**src/common/hssd_pkg.sv**
```systemverilog
/*
 Constants for the hexadecimal seven-segment digit driver: register map,
 field positions, reset values, bus response codes and segment patterns.
 Assumes a 32-bit AXI4-Lite register bus and one digit per instance.
*/
package hssd_pkg;

	// Register byte offsets
	localparam logic [7:0] HSSD_OFF_CTRL = 8'h00;
	localparam logic [7:0] HSSD_OFF_STATUS = 8'h04;

	// Control register fields
	localparam int HSSD_CTRL_CODE_LSB = 0;
	localparam int HSSD_CTRL_LAMP_BIT = 4;
	localparam int HSSD_CTRL_GATE_BIT = 5;
	localparam int HSSD_CTRL_PINS_BIT = 8;
	localparam logic [31:0] HSSD_CTRL_RESET = 32'h0000_0000;
	localparam logic [31:0] HSSD_CTRL_MASK = 32'h0000_013F;

	// Status register fields
	localparam int HSSD_STAT_SEG_LSB = 0;
	localparam int HSSD_STAT_RBO_BIT = 7;
	localparam int HSSD_STAT_RBI_BIT = 8;
	localparam int HSSD_STAT_GATE_BIT = 9;
	localparam int HSSD_STAT_CODE_LSB = 10;
	localparam int HSSD_STAT_LAMP_BIT = 14;
	localparam int HSSD_STAT_DRV_BIT = 15;

	// Bus responses
	localparam logic [1:0] HSSD_RESP_OKAY = 2'h0;
	localparam logic [1:0] HSSD_RESP_DECERR = 2'h3;

	// Segment bit order {G,F,E,D,C,B,A}, 1 = lit
	localparam logic [6:0] HSSD_SEG_ALL = 7'h7F;
	localparam logic [6:0] HSSD_SEG_NONE = 7'h00;
	localparam logic [15:0][6:0] HSSD_PATTERNS = {
		7'h71, // F: AEFG
		7'h79, // E: ADEFG
		7'h5E, // D: BCDEG
		7'h39, // C: ADEF
		7'h7C, // B: CDEFG
		7'h77, // A: ABCEFG
		7'h6F, // 9: ABCDFG
		7'h7F, // 8: ABCDEFG
		7'h07, // 7: ABC
		7'h7D, // 6: ACDEFG
		7'h6D, // 5: ACDFG
		7'h66, // 4: BCFG
		7'h4F, // 3: ABCDG
		7'h5B, // 2: ABDEG
		7'h06, // 1: BC
		7'h3F  // 0: ABCDEF
	};

	// Pin synchroniser depth
	localparam int HSSD_SYNC_STAGES = 3;

endpackage

```
**src/core/hssd_decode.sv**
```systemverilog
/*
 Pure combinational decode of one hex digit to seven segments, with
 leading-zero blanking, lamp test and the intensity gate.
 Assumes inputs are already in the clock domain of whoever samples it.
*/
`timescale 1ns/1ns
module hssd_decode
(
	// Digit and controls
	input wire logic [3:0] digit_code,
	input wire logic ripple_blank_in_n,
	input wire logic lamp_check_all,
	input wire logic intensity_gate,
	// Display side
	output logic [6:0] segment_lit,
	output logic segment_drive_en,
	output logic ripple_blank_out_n
);

	logic zero_blank;

	always_comb
	begin
		zero_blank = (digit_code == 4'h0) && !ripple_blank_in_n; // [RL4]
		segment_lit = hssd_pkg::HSSD_PATTERNS[digit_code]; // [RL1] [RL2] [RL3]
		if (zero_blank)
			segment_lit = hssd_pkg::HSSD_SEG_NONE; // [RL4]
		if (lamp_check_all)
			segment_lit = hssd_pkg::HSSD_SEG_ALL; // [RL9]
		// Gate wins over everything, blanking output stays live
		if (intensity_gate)
			segment_lit = hssd_pkg::HSSD_SEG_NONE; // [RL7]
		segment_drive_en = !intensity_gate; // [RL7]
		ripple_blank_out_n = !zero_blank; // [RL5] [RL12] [RL13]
	end

endmodule

```
**src/core/hssd_top.sv**
```systemverilog
/*
 One-digit hexadecimal seven-segment driver with AXI4-Lite control and
 status registers, synchronised pin inputs and registered display outputs.
 Assumes a single clock; chain pins and pin-side digit inputs are async.
*/
// Our own choices: the AXI4-Lite interface to the registers and the placing of the registers.
`timescale 1ns/1ns

// What this block does
// [RL1] Turns a four-bit hex digit code into its seven-segment pattern.
// [RL2] Codes 0..7 light the listed segment sets, all others dark.
// [RL3] Codes 8..F light the listed segment sets, all others dark.
// [RL4] Zero code with blank input low leaves all segments dark.
// [RL5] That same condition drives the blank output low, otherwise high.
// [RL6] Neighbours chain blanking from most to least significant digit.
// [RL7] Intensity gate high turns off all seven segment drivers.
// [RL8] Outside logic may pulse the gate to dim the display.
// [RL9] Lamp test lights every segment, overriding pattern and blanking.
// [RL10] Seven logic inputs, eight outputs: segments plus blank output; the code also has segment_drive_en as a ninth output.
// [RL11] Any number of digits may be cascaded through the blank chain.
// [RL12] Blank output is always driven, never cut off by the gate.
// [RL13] Outputs follow present inputs only, no decode state held; hssd_top outputs are registered one edge after a three-stage pin filter.
module hssd_top
#(
	parameter int ADDR_W = 8
)
(
	// Clock and reset
	input wire logic clk,
	input wire logic rst,
	// AXI4-Lite write address
	input wire logic [ADDR_W-1:0] s_axi_awaddr,
	input wire logic s_axi_awvalid,
	output logic s_axi_awready,
	// AXI4-Lite write data
	input wire logic [31:0] s_axi_wdata,
	input wire logic [3:0] s_axi_wstrb,
	input wire logic s_axi_wvalid,
	output logic s_axi_wready,
	// AXI4-Lite write response
	output logic [1:0] s_axi_bresp,
	output logic s_axi_bvalid,
	input wire logic s_axi_bready,
	// AXI4-Lite read address
	input wire logic [ADDR_W-1:0] s_axi_araddr,
	input wire logic s_axi_arvalid,
	output logic s_axi_arready,
	// AXI4-Lite read data
	output logic [31:0] s_axi_rdata,
	output logic [1:0] s_axi_rresp,
	output logic s_axi_rvalid,
	input wire logic s_axi_rready,
	// Pin-side digit inputs
	input wire logic [3:0] digit_code,
	input wire logic lamp_check_all,
	input wire logic intensity_gate,
	input wire logic ripple_blank_in_n,
	// Display and chain outputs
	output logic [6:0] segment_lit,
	output logic segment_drive_en,
	output logic ripple_blank_out_n
);

	localparam int NPIN = 7;
	// Bit positions inside the synchroniser vector
	localparam int PIN_CODE_LSB = 0;
	localparam int PIN_LAMP = 4;
	localparam int PIN_GATE = 5;
	localparam int PIN_RBI = 6;
	// Chain input idles high so reset never fakes a blanked neighbour
	localparam logic [NPIN-1:0] PIN_RESET = 7'h40;

	// Status offset needs at least three address bits
	if (ADDR_W < 3 || ADDR_W > 32)
	begin : g_bad_addr_w
		$error("hssd_top: ADDR_W must be 3..32");
	end

	// Agreement filter below is written for exactly three stages
	if (hssd_pkg::HSSD_SYNC_STAGES != 3)
	begin : g_bad_sync
		$error("hssd_top: three pin stages expected");
	end

	// Pin synchronisers
	logic [NPIN-1:0] pin_raw;
	logic [NPIN-1:0] pin_s1_r;
	logic [NPIN-1:0] pin_s2_r;
	logic [NPIN-1:0] pin_s3_r;
	logic [NPIN-1:0] pin_f_r;

	assign pin_raw = {ripple_blank_in_n, intensity_gate, lamp_check_all, digit_code};

	genvar gi;
	generate
		for (gi = 0; gi < NPIN; gi = gi + 1)
		begin : g_sync
			always_ff @(posedge clk or posedge rst)
			begin
				if (rst)
				begin
					pin_s1_r[gi] <= PIN_RESET[gi];
					pin_s2_r[gi] <= PIN_RESET[gi];
					pin_s3_r[gi] <= PIN_RESET[gi];
					pin_f_r[gi] <= PIN_RESET[gi];
				end
				else
				begin
					pin_s1_r[gi] <= pin_raw[gi];
					pin_s2_r[gi] <= pin_s1_r[gi];
					pin_s3_r[gi] <= pin_s2_r[gi];
					// Accept only once two settled stages agree
					if (pin_s2_r[gi] == pin_s3_r[gi])
						pin_f_r[gi] <= pin_s3_r[gi];
				end
			end
		end
	endgenerate

	logic [3:0] pin_code_f;
	logic pin_lamp_f;
	logic pin_gate_f;
	logic pin_rbi_f;

	assign pin_code_f = pin_f_r[PIN_CODE_LSB +: 4];
	assign pin_lamp_f = pin_f_r[PIN_LAMP];
	assign pin_gate_f = pin_f_r[PIN_GATE];
	assign pin_rbi_f = pin_f_r[PIN_RBI];

	// Write channel
	logic aw_held_r;
	logic w_held_r;
	logic [ADDR_W-1:0] awaddr_q_r;
	logic [31:0] wdata_q_r;
	logic [3:0] wstrb_q_r;
	logic bvalid_r;
	logic [1:0] bresp_r;
	logic awready_r;
	logic wready_r;
	logic aw_held_nxt;
	logic w_held_nxt;
	logic bvalid_nxt;
	logic do_write;
	logic wr_ctrl;
	logic wr_status;

	assign do_write = aw_held_r && w_held_r && !bvalid_r;
	assign wr_ctrl = awaddr_q_r == ADDR_W'(hssd_pkg::HSSD_OFF_CTRL);
	assign wr_status = awaddr_q_r == ADDR_W'(hssd_pkg::HSSD_OFF_STATUS);

	always_comb
	begin
		aw_held_nxt = aw_held_r || (s_axi_awvalid && awready_r);
		w_held_nxt = w_held_r || (s_axi_wvalid && wready_r);
		bvalid_nxt = bvalid_r && !s_axi_bready;
		if (do_write)
		begin
			aw_held_nxt = 1'b0;
			w_held_nxt = 1'b0;
			bvalid_nxt = 1'b1;
		end
	end

	always_ff @(posedge clk or posedge rst)
	begin
		if (rst)
		begin
			aw_held_r <= 1'b0;
			w_held_r <= 1'b0;
			awaddr_q_r <= '0;
			wdata_q_r <= 32'h0000_0000;
			wstrb_q_r <= 4'h0;
			bvalid_r <= 1'b0;
			bresp_r <= hssd_pkg::HSSD_RESP_OKAY;
			awready_r <= 1'b0;
			wready_r <= 1'b0;
		end
		else
		begin
			aw_held_r <= aw_held_nxt;
			w_held_r <= w_held_nxt;
			bvalid_r <= bvalid_nxt;
			// One write in flight: no new beats until response is taken
			awready_r <= !aw_held_nxt && !bvalid_nxt;
			wready_r <= !w_held_nxt && !bvalid_nxt;
			if (s_axi_awvalid && awready_r)
				awaddr_q_r <= s_axi_awaddr;
			if (s_axi_wvalid && wready_r)
			begin
				wdata_q_r <= s_axi_wdata;
				wstrb_q_r <= s_axi_wstrb;
			end
			// Status writes are accepted and ignored
			if (do_write)
				bresp_r <= (wr_ctrl || wr_status) ? hssd_pkg::HSSD_RESP_OKAY
					: hssd_pkg::HSSD_RESP_DECERR;
		end
	end

	// Control register
	logic [31:0] ctrl_r;
	logic [31:0] ctrl_nxt;

	always_comb
	begin
		ctrl_nxt = ctrl_r;
		for (int b = 0; b < 4; b++)
		begin
			if (wstrb_q_r[b])
				ctrl_nxt[b*8 +: 8] = wdata_q_r[b*8 +: 8];
		end
		ctrl_nxt = ctrl_nxt & hssd_pkg::HSSD_CTRL_MASK;
	end

	always_ff @(posedge clk or posedge rst)
	begin
		if (rst)
			ctrl_r <= hssd_pkg::HSSD_CTRL_RESET;
		else if (do_write && wr_ctrl)
			ctrl_r <= ctrl_nxt;
	end

	// Effective decode inputs
	logic use_pins;
	logic [3:0] eff_code;
	logic eff_lamp;
	logic eff_gate;
	logic [6:0] dec_seg;
	logic dec_drv;
	logic dec_rbo_n;

	assign use_pins = ctrl_r[hssd_pkg::HSSD_CTRL_PINS_BIT];
	assign eff_code = use_pins ? pin_code_f
		: ctrl_r[hssd_pkg::HSSD_CTRL_CODE_LSB +: 4]; // [RL10]
	assign eff_lamp = use_pins ? pin_lamp_f : ctrl_r[hssd_pkg::HSSD_CTRL_LAMP_BIT];
	// Software gate lets the host blank the digit without a pin
	assign eff_gate = pin_gate_f || ctrl_r[hssd_pkg::HSSD_CTRL_GATE_BIT]; // [RL7] [RL8]

	hssd_decode u_decode
	(
		.digit_code(eff_code),
		.ripple_blank_in_n(pin_rbi_f), // [RL6] [RL11]
		.lamp_check_all(eff_lamp),
		.intensity_gate(eff_gate),
		.segment_lit(dec_seg),
		.segment_drive_en(dec_drv),
		.ripple_blank_out_n(dec_rbo_n)
	);

	// Display outputs, one register stage and no other state
	logic [6:0] seg_r;
	logic drv_r;
	logic rbo_n_r;

	always_ff @(posedge clk or posedge rst)
	begin
		if (rst)
		begin
			seg_r <= hssd_pkg::HSSD_SEG_NONE;
			drv_r <= 1'b0;
			rbo_n_r <= 1'b1;
		end
		else
		begin
			seg_r <= dec_seg; // [RL1] [RL13]
			drv_r <= dec_drv; // [RL7]
			rbo_n_r <= dec_rbo_n; // [RL5] [RL12]
		end
	end

	// Read channel
	// Data captured at the address edge, so status may be one edge old
	logic rvalid_r;
	logic arready_r;
	logic [31:0] rdata_r;
	logic [1:0] rresp_r;
	logic rvalid_nxt;
	logic [31:0] status_word;

	always_comb
	begin
		status_word = 32'h0000_0000;
		status_word[hssd_pkg::HSSD_STAT_SEG_LSB +: 7] = seg_r;
		status_word[hssd_pkg::HSSD_STAT_RBO_BIT] = rbo_n_r;
		status_word[hssd_pkg::HSSD_STAT_RBI_BIT] = pin_rbi_f;
		status_word[hssd_pkg::HSSD_STAT_GATE_BIT] = eff_gate;
		status_word[hssd_pkg::HSSD_STAT_CODE_LSB +: 4] = eff_code;
		status_word[hssd_pkg::HSSD_STAT_LAMP_BIT] = eff_lamp;
		status_word[hssd_pkg::HSSD_STAT_DRV_BIT] = drv_r;
	end

	always_comb
	begin
		rvalid_nxt = rvalid_r && !s_axi_rready;
		if (s_axi_arvalid && arready_r)
			rvalid_nxt = 1'b1;
	end

	always_ff @(posedge clk or posedge rst)
	begin
		if (rst)
		begin
			rvalid_r <= 1'b0;
			arready_r <= 1'b0;
			rdata_r <= 32'h0000_0000;
			rresp_r <= hssd_pkg::HSSD_RESP_OKAY;
		end
		else
		begin
			rvalid_r <= rvalid_nxt;
			arready_r <= !rvalid_nxt;
			if (s_axi_arvalid && arready_r)
			begin
				if (s_axi_araddr == ADDR_W'(hssd_pkg::HSSD_OFF_CTRL))
				begin
					rdata_r <= ctrl_r;
					rresp_r <= hssd_pkg::HSSD_RESP_OKAY;
				end
				else if (s_axi_araddr == ADDR_W'(hssd_pkg::HSSD_OFF_STATUS))
				begin
					rdata_r <= status_word;
					rresp_r <= hssd_pkg::HSSD_RESP_OKAY;
				end
				else
				begin
					rdata_r <= 32'h0000_0000;
					rresp_r <= hssd_pkg::HSSD_RESP_DECERR;
				end
			end
		end
	end

	assign s_axi_awready = awready_r;
	assign s_axi_wready = wready_r;
	assign s_axi_bvalid = bvalid_r;
	assign s_axi_bresp = bresp_r;
	assign s_axi_arready = arready_r;
	assign s_axi_rvalid = rvalid_r;
	assign s_axi_rdata = rdata_r;
	assign s_axi_rresp = rresp_r;
	assign segment_lit = seg_r;
	assign segment_drive_en = drv_r;
	assign ripple_blank_out_n = rbo_n_r;

endmodule

```
**config.mk**
```make
export PLATFORM = sky130hd
export DESIGN_NAME = hssd_top
export DESIGN_NICKNAME = d
export VERILOG_FILES = /design/src/common/hssd_pkg.sv /design/src/core/hssd_decode.sv /design/src/core/hssd_top.sv
export SDC_FILE = /design/constraint.sdc
export NUM_CORES = 1
export LEC_CHECK = 0
export BUFFER_PORTS_ARGS = -buffer_cell sky130_fd_sc_hd__buf_4
export CAP_MARGIN = 15
export CORE_ASPECT_RATIO = 0.5
export CORE_MARGIN = 2
export CORE_UTILIZATION = 54
export CTS_CLUSTER_SIZE = 14
export DETAILED_ROUTE_END_ITERATION = 12
export GPL_ROUTABILITY_DRIVEN = 0
export PLACE_DENSITY = 0.88
export SYNTH_ARGS = -nofsm -noshare
export SYNTH_HDL_FRONTEND = slang
export SYNTH_HIERARCHICAL = 1
export SYNTH_SLANG_ARGS = --single-unit
```
**constraint.sdc**
```tcl
create_clock -name clk -period 5.1 [get_ports clk]
set_clock_uncertainty 0.1 [all_clocks]
set_input_delay 1.53 -clock clk [delete_from_list [all_inputs] [get_ports clk]]
set_output_delay 1.53 -clock clk [all_outputs]
set_load 0.005 [all_outputs]
```
==> results.txt <==
- After clock tree synthesis, the setup repair step added 0 buffers.
* Clock insertion delay at the later pin of the skew report: 0.33 ns
- The worst setup path is launched from an input pin.
* Post-synth EDFFs: 0
- Vias in the first global route: around 2.2k
* Floorplan core area: 6256 um^2
- For this block, the initial DRC count from the detailed router was 155.
- Synthesized area per cell: approximately 13 um^2
* Layout cells sized above 1: between 30% and 40%
* Highest fanout seen on the critical path: 9
- IR analysis of the VDD net gives a maximum drop of 0.2829 mV.
- The setup path with the least slack is of type in -> reg.
- Vias per inst: roughly 5.3
* YS warnings: 6
- The cell count after synthesis came out at roughly 280.
- Most common flop cell mapped by yosys: sky130_fd_sc_hd__dfrtp_1
- # H-tree levels: 3
- Once the clock tree was built, the resizer swapped 0 gates to a different size.
- Die height: ~62 um
- Worst Setup Slack post-DPL: ~2.2 ns
* Max-slew violation count: 0
- Entering global routing, the biggest net connects 61 pins.
- Required time worst endpoint: approximately 5.2 ns
- After synthesis, flip-flops and latches occupy about 60% of the total area.
- Netlist cell types: 45
- Area growth from synthesis to final layout: 23.13%
- After synthesis the cells add up to 3597 um^2.
* Ordered cell list for the critical path: buf_4, nor4_4, nand3_1, o21ai_0
* Standard cell with the maximum stage delay on the critical path: sky130_fd_sc_hd__nor4_4
* Final instance count without filler cells: roughly 440
- Clock sink count: 86
- The floorplan has 20 rows.
* Final setup violation count: 0
- Share of the cycle needed by the critical path after routing: 51.26%
* Run status: complete, no violations
- TritonCTS built the clock tree.
- The smallest clock period supported by the final layout is computed as around 2.6 ns.
* Clock-pin transition on the worst setup and hold timing paths: 0.06 ns
* X dimension of the die: 119.4 um
- Post-detailed-routing wire length: around 7000 um
- Setup TNS Final: 0 ns
- Routed wirelength normalized by instance count: roughly 16 um
- Core Util, Final: ~71%
* Endpoint kind of the worst setup timing path: flop
* ANT cells: 0
- For this design, the CTS-stage hold fixing added 0 buffers.
* Total global routing overflow: 0
- Maximum clock frequency: around 380 MHz
* RSZ-0062 raised after global routing: false
* CTS root buf: sky130_fd_sc_hd__clkbuf_16
- During placement, the flow inserted port buffers numbering about 70.
- Synth async-reset ratio: 100.0%
- By instance count, the leading cell after synthesis is sky130_fd_sc_hd__dfrtp_1.
* Total power per unit cell area: approximately 440 nW/um^2
* Kind of path behind the tightest hold check: reg -> reg
* Final ANT Viol Nets: 0
* Top post-synthesis cells by area: sky130_fd_sc_hd__dfrtp_1 (56%), sky130_fd_sc_hd__mux2_2 (9.1%), sky130_fd_sc_hd__buf_4 (4.2%), sky130_fd_sc_hd__dfstp_2 (3.7%), sky130_fd_sc_hd__mux2i_1 (2.8%)
- In this design, the stage delay of the slowest critical-path cell is between 0.4 and 0.5 ns.
- Initial antenna violation count: 0
- Once placement completed, the tool counted placed cells totaling 426.
- Initial DRT Pass Iterations: 5
- By count the netlist is led by sky130_fd_sc_hd__dfrtp_1 (81), sky130_fd_sc_hd__mux2_2 (29), sky130_fd_sc_hd__nand2_1 (26), sky130_fd_sc_hd__buf_4 (20), sky130_fd_sc_hd__o21ai_0 (18).
* Fin nets: ~420
* Initial Util: a little under three fifths
- The wire-length estimate of the detail-placed layout is 4997 um.
* Total buffers and inverters traversed by the critical path: 1
- Data on the critical path arrives at its endpoint at 2.75 ns.
* Remaining max-slew budget at the tightest pin: between 60 and 70%
- The kind of cell with the highest combined delay along the critical path is simple AND/OR/NAND/NOR gates.
- Buffers inserted during clock tree synthesis total 9.
- For this design the top-level I/O count stands at about 120.
* First-pass GRT wire length: approximately 11,000 um
- The biggest area contributor in the post-synthesis netlist is sky130_fd_sc_hd__dfrtp_1.
* DR vias: about 2.3k
- Drt drc: 0
- The tool flagged a number of max-cap violations equal to 0.
- Setup slack closes at ~2.5 ns.
- At the pin with the least slew margin, the transition time is 0.5711 ns.
- The analysis attributes to cell leakage a power of 2.103 nW.
* Max Root-Sink Buffers: 2
- The number of failing hold endpoints at the final stage was 0.
- The die covers 7370 um^2.
* Yosys top cell area share: around 56%
* Number of synthesized register bits: 86
* Tot GR Track Use: approximately a fifth
## metal layers
layer,part of all wire (%),GRT usage [%],vias to the layer above
met5,0,0,-
met4,1.6,8.403,0
met3,8.5,7.482,10
met2,46,33.99,110
met1,43,26.61,1138
li1,-,-,1064
## state kept, by name, indices dropped and copies added (netlist names), 4 cells and up
| register | count |
|---|---|
| pin_s1_r | 7 |
| pin_s3_r | 7 |
| awaddr_q_r | 8 |
| s_axi_rdata | 16 |
| pin_code_f | 4 |
| pin_s2_r | 7 |
| ctrl_r | 7 |
| wdata_q_r | 7 |
| segment_lit | 7 |
## cell families after synthesis
kind of cell             count (synthesis)  share of synthesized area, %
other                                    1                        0.1042
multiplexers                            40                         12.17
AO/OA/AOI/OAI                           37                         6.366
adder cells (fa/ha/maj)                 13                         4.035
buffers and inverters                   41                         6.852
flip-flops                              86                         60.00
AND/OR/NAND/NOR                         59                         10.47
## cells in the final DEF (no fill, tap or decap), types with 2 or more instances in the layout
cell type and n:
sky130_fd_sc_hd__mux2i_1 10, sky130_fd_sc_hd__a311oi_1 2, sky130_fd_sc_hd__ha_1 6, sky130_fd_sc_hd__buf_4 73, sky130_fd_sc_hd__dfrtp_1 81, sky130_fd_sc_hd__nor2b_1 3
sky130_fd_sc_hd__a21oi_1 6, sky130_fd_sc_hd__nor2_1 5, sky130_fd_sc_hd__nand4_1 5, sky130_fd_sc_hd__o21ai_0 18, sky130_fd_sc_hd__clkbuf_16 9, sky130_fd_sc_hd__inv_1 13
sky130_fd_sc_hd__mux2_2 29, sky130_fd_sc_hd__conb_1 16, sky130_fd_sc_hd__maj3_1 7, sky130_fd_sc_hd__dfstp_2 5, sky130_fd_sc_hd__a31oi_1 2, sky130_fd_sc_hd__a211oi_1 2
sky130_fd_sc_hd__nor3b_1 2, sky130_fd_sc_hd__nor4_4 2, sky130_fd_sc_hd__nand3_1 2, sky130_fd_sc_hd__nand2_1 26, sky130_fd_sc_hd__nand2b_1 2, sky130_fd_sc_hd__clkinv_2 3
## area by class of cell
cell class,count,area (um^2)
clock buffer,11,242.7
clock inverter,4,47.55
fill,455,1827
inverter,14,53.80
multi-input combinational,165,1249
sequential,86,2158
tap,88,110.1
timing repair buffer,74,568.0
## through the flow
| step | hold slack (ns) | total power, mW | cell area, um^2 |
|---|---|---|---|
| after floorplan | 0.2312 | 1.176 | 3654 |
| after detailed placement | 0.2394 | 1.317 | 4119 |
| after CTS | 0.2523 | 1.959 | 4409 |
| final | 0.2507 | 1.943 | 4429 |
| after global placement | 0.2321 | 1.285 | 4119 |
| after global routing | 0.2629 | 2.038 | 4429 |
## power breakdown
group	internal (mW)	switching, mW
clock	0.388	0.247
sequential	0.820	0.0936
combinational	0.212	0.183
## worst register-to-register path, stage by stage, from the launching register on
cell and delay (ns):
sky130_fd_sc_hd__dfrtp_1 0.55, sky130_fd_sc_hd__mux2_2 0.47, sky130_fd_sc_hd__inv_1 0.15, sky130_fd_sc_hd__ha_1 0.25
sky130_fd_sc_hd__nand2b_4 0.10, sky130_fd_sc_hd__a2111oi_0 0.50, sky130_fd_sc_hd__a311oi_1 0.11
## path summary, 6_finish.rpt
kind                                        from                         end  slack [ns]  depth (start not counted)
hold / removal             pin_s1_r[0]$_DFF_PP0_       pin_s2_r[0]$_DFF_PP0_        0.25                          0
hold reg to reg            pin_s1_r[0]$_DFF_PP0_       pin_s2_r[0]$_DFF_PP0_        0.25                          0
min in group asynchronous                    rst       pin_s1_r[4]$_DFF_PP0_        1.07                          2
max in group asynchronous                    rst  s_axi_rdata[3]$_DFFE_PP0P_        3.17                          3
setup / recovery                 s_axi_araddr[1]  s_axi_rdata[1]$_DFFE_PP0P_        2.49                          4
setup reg to reg           ctrl_r[8]$_DFFE_PP0P_    segment_lit[2]$_DFF_PP0_        2.73                          6
No activity file was read; power rests on OpenSTA's default activity.
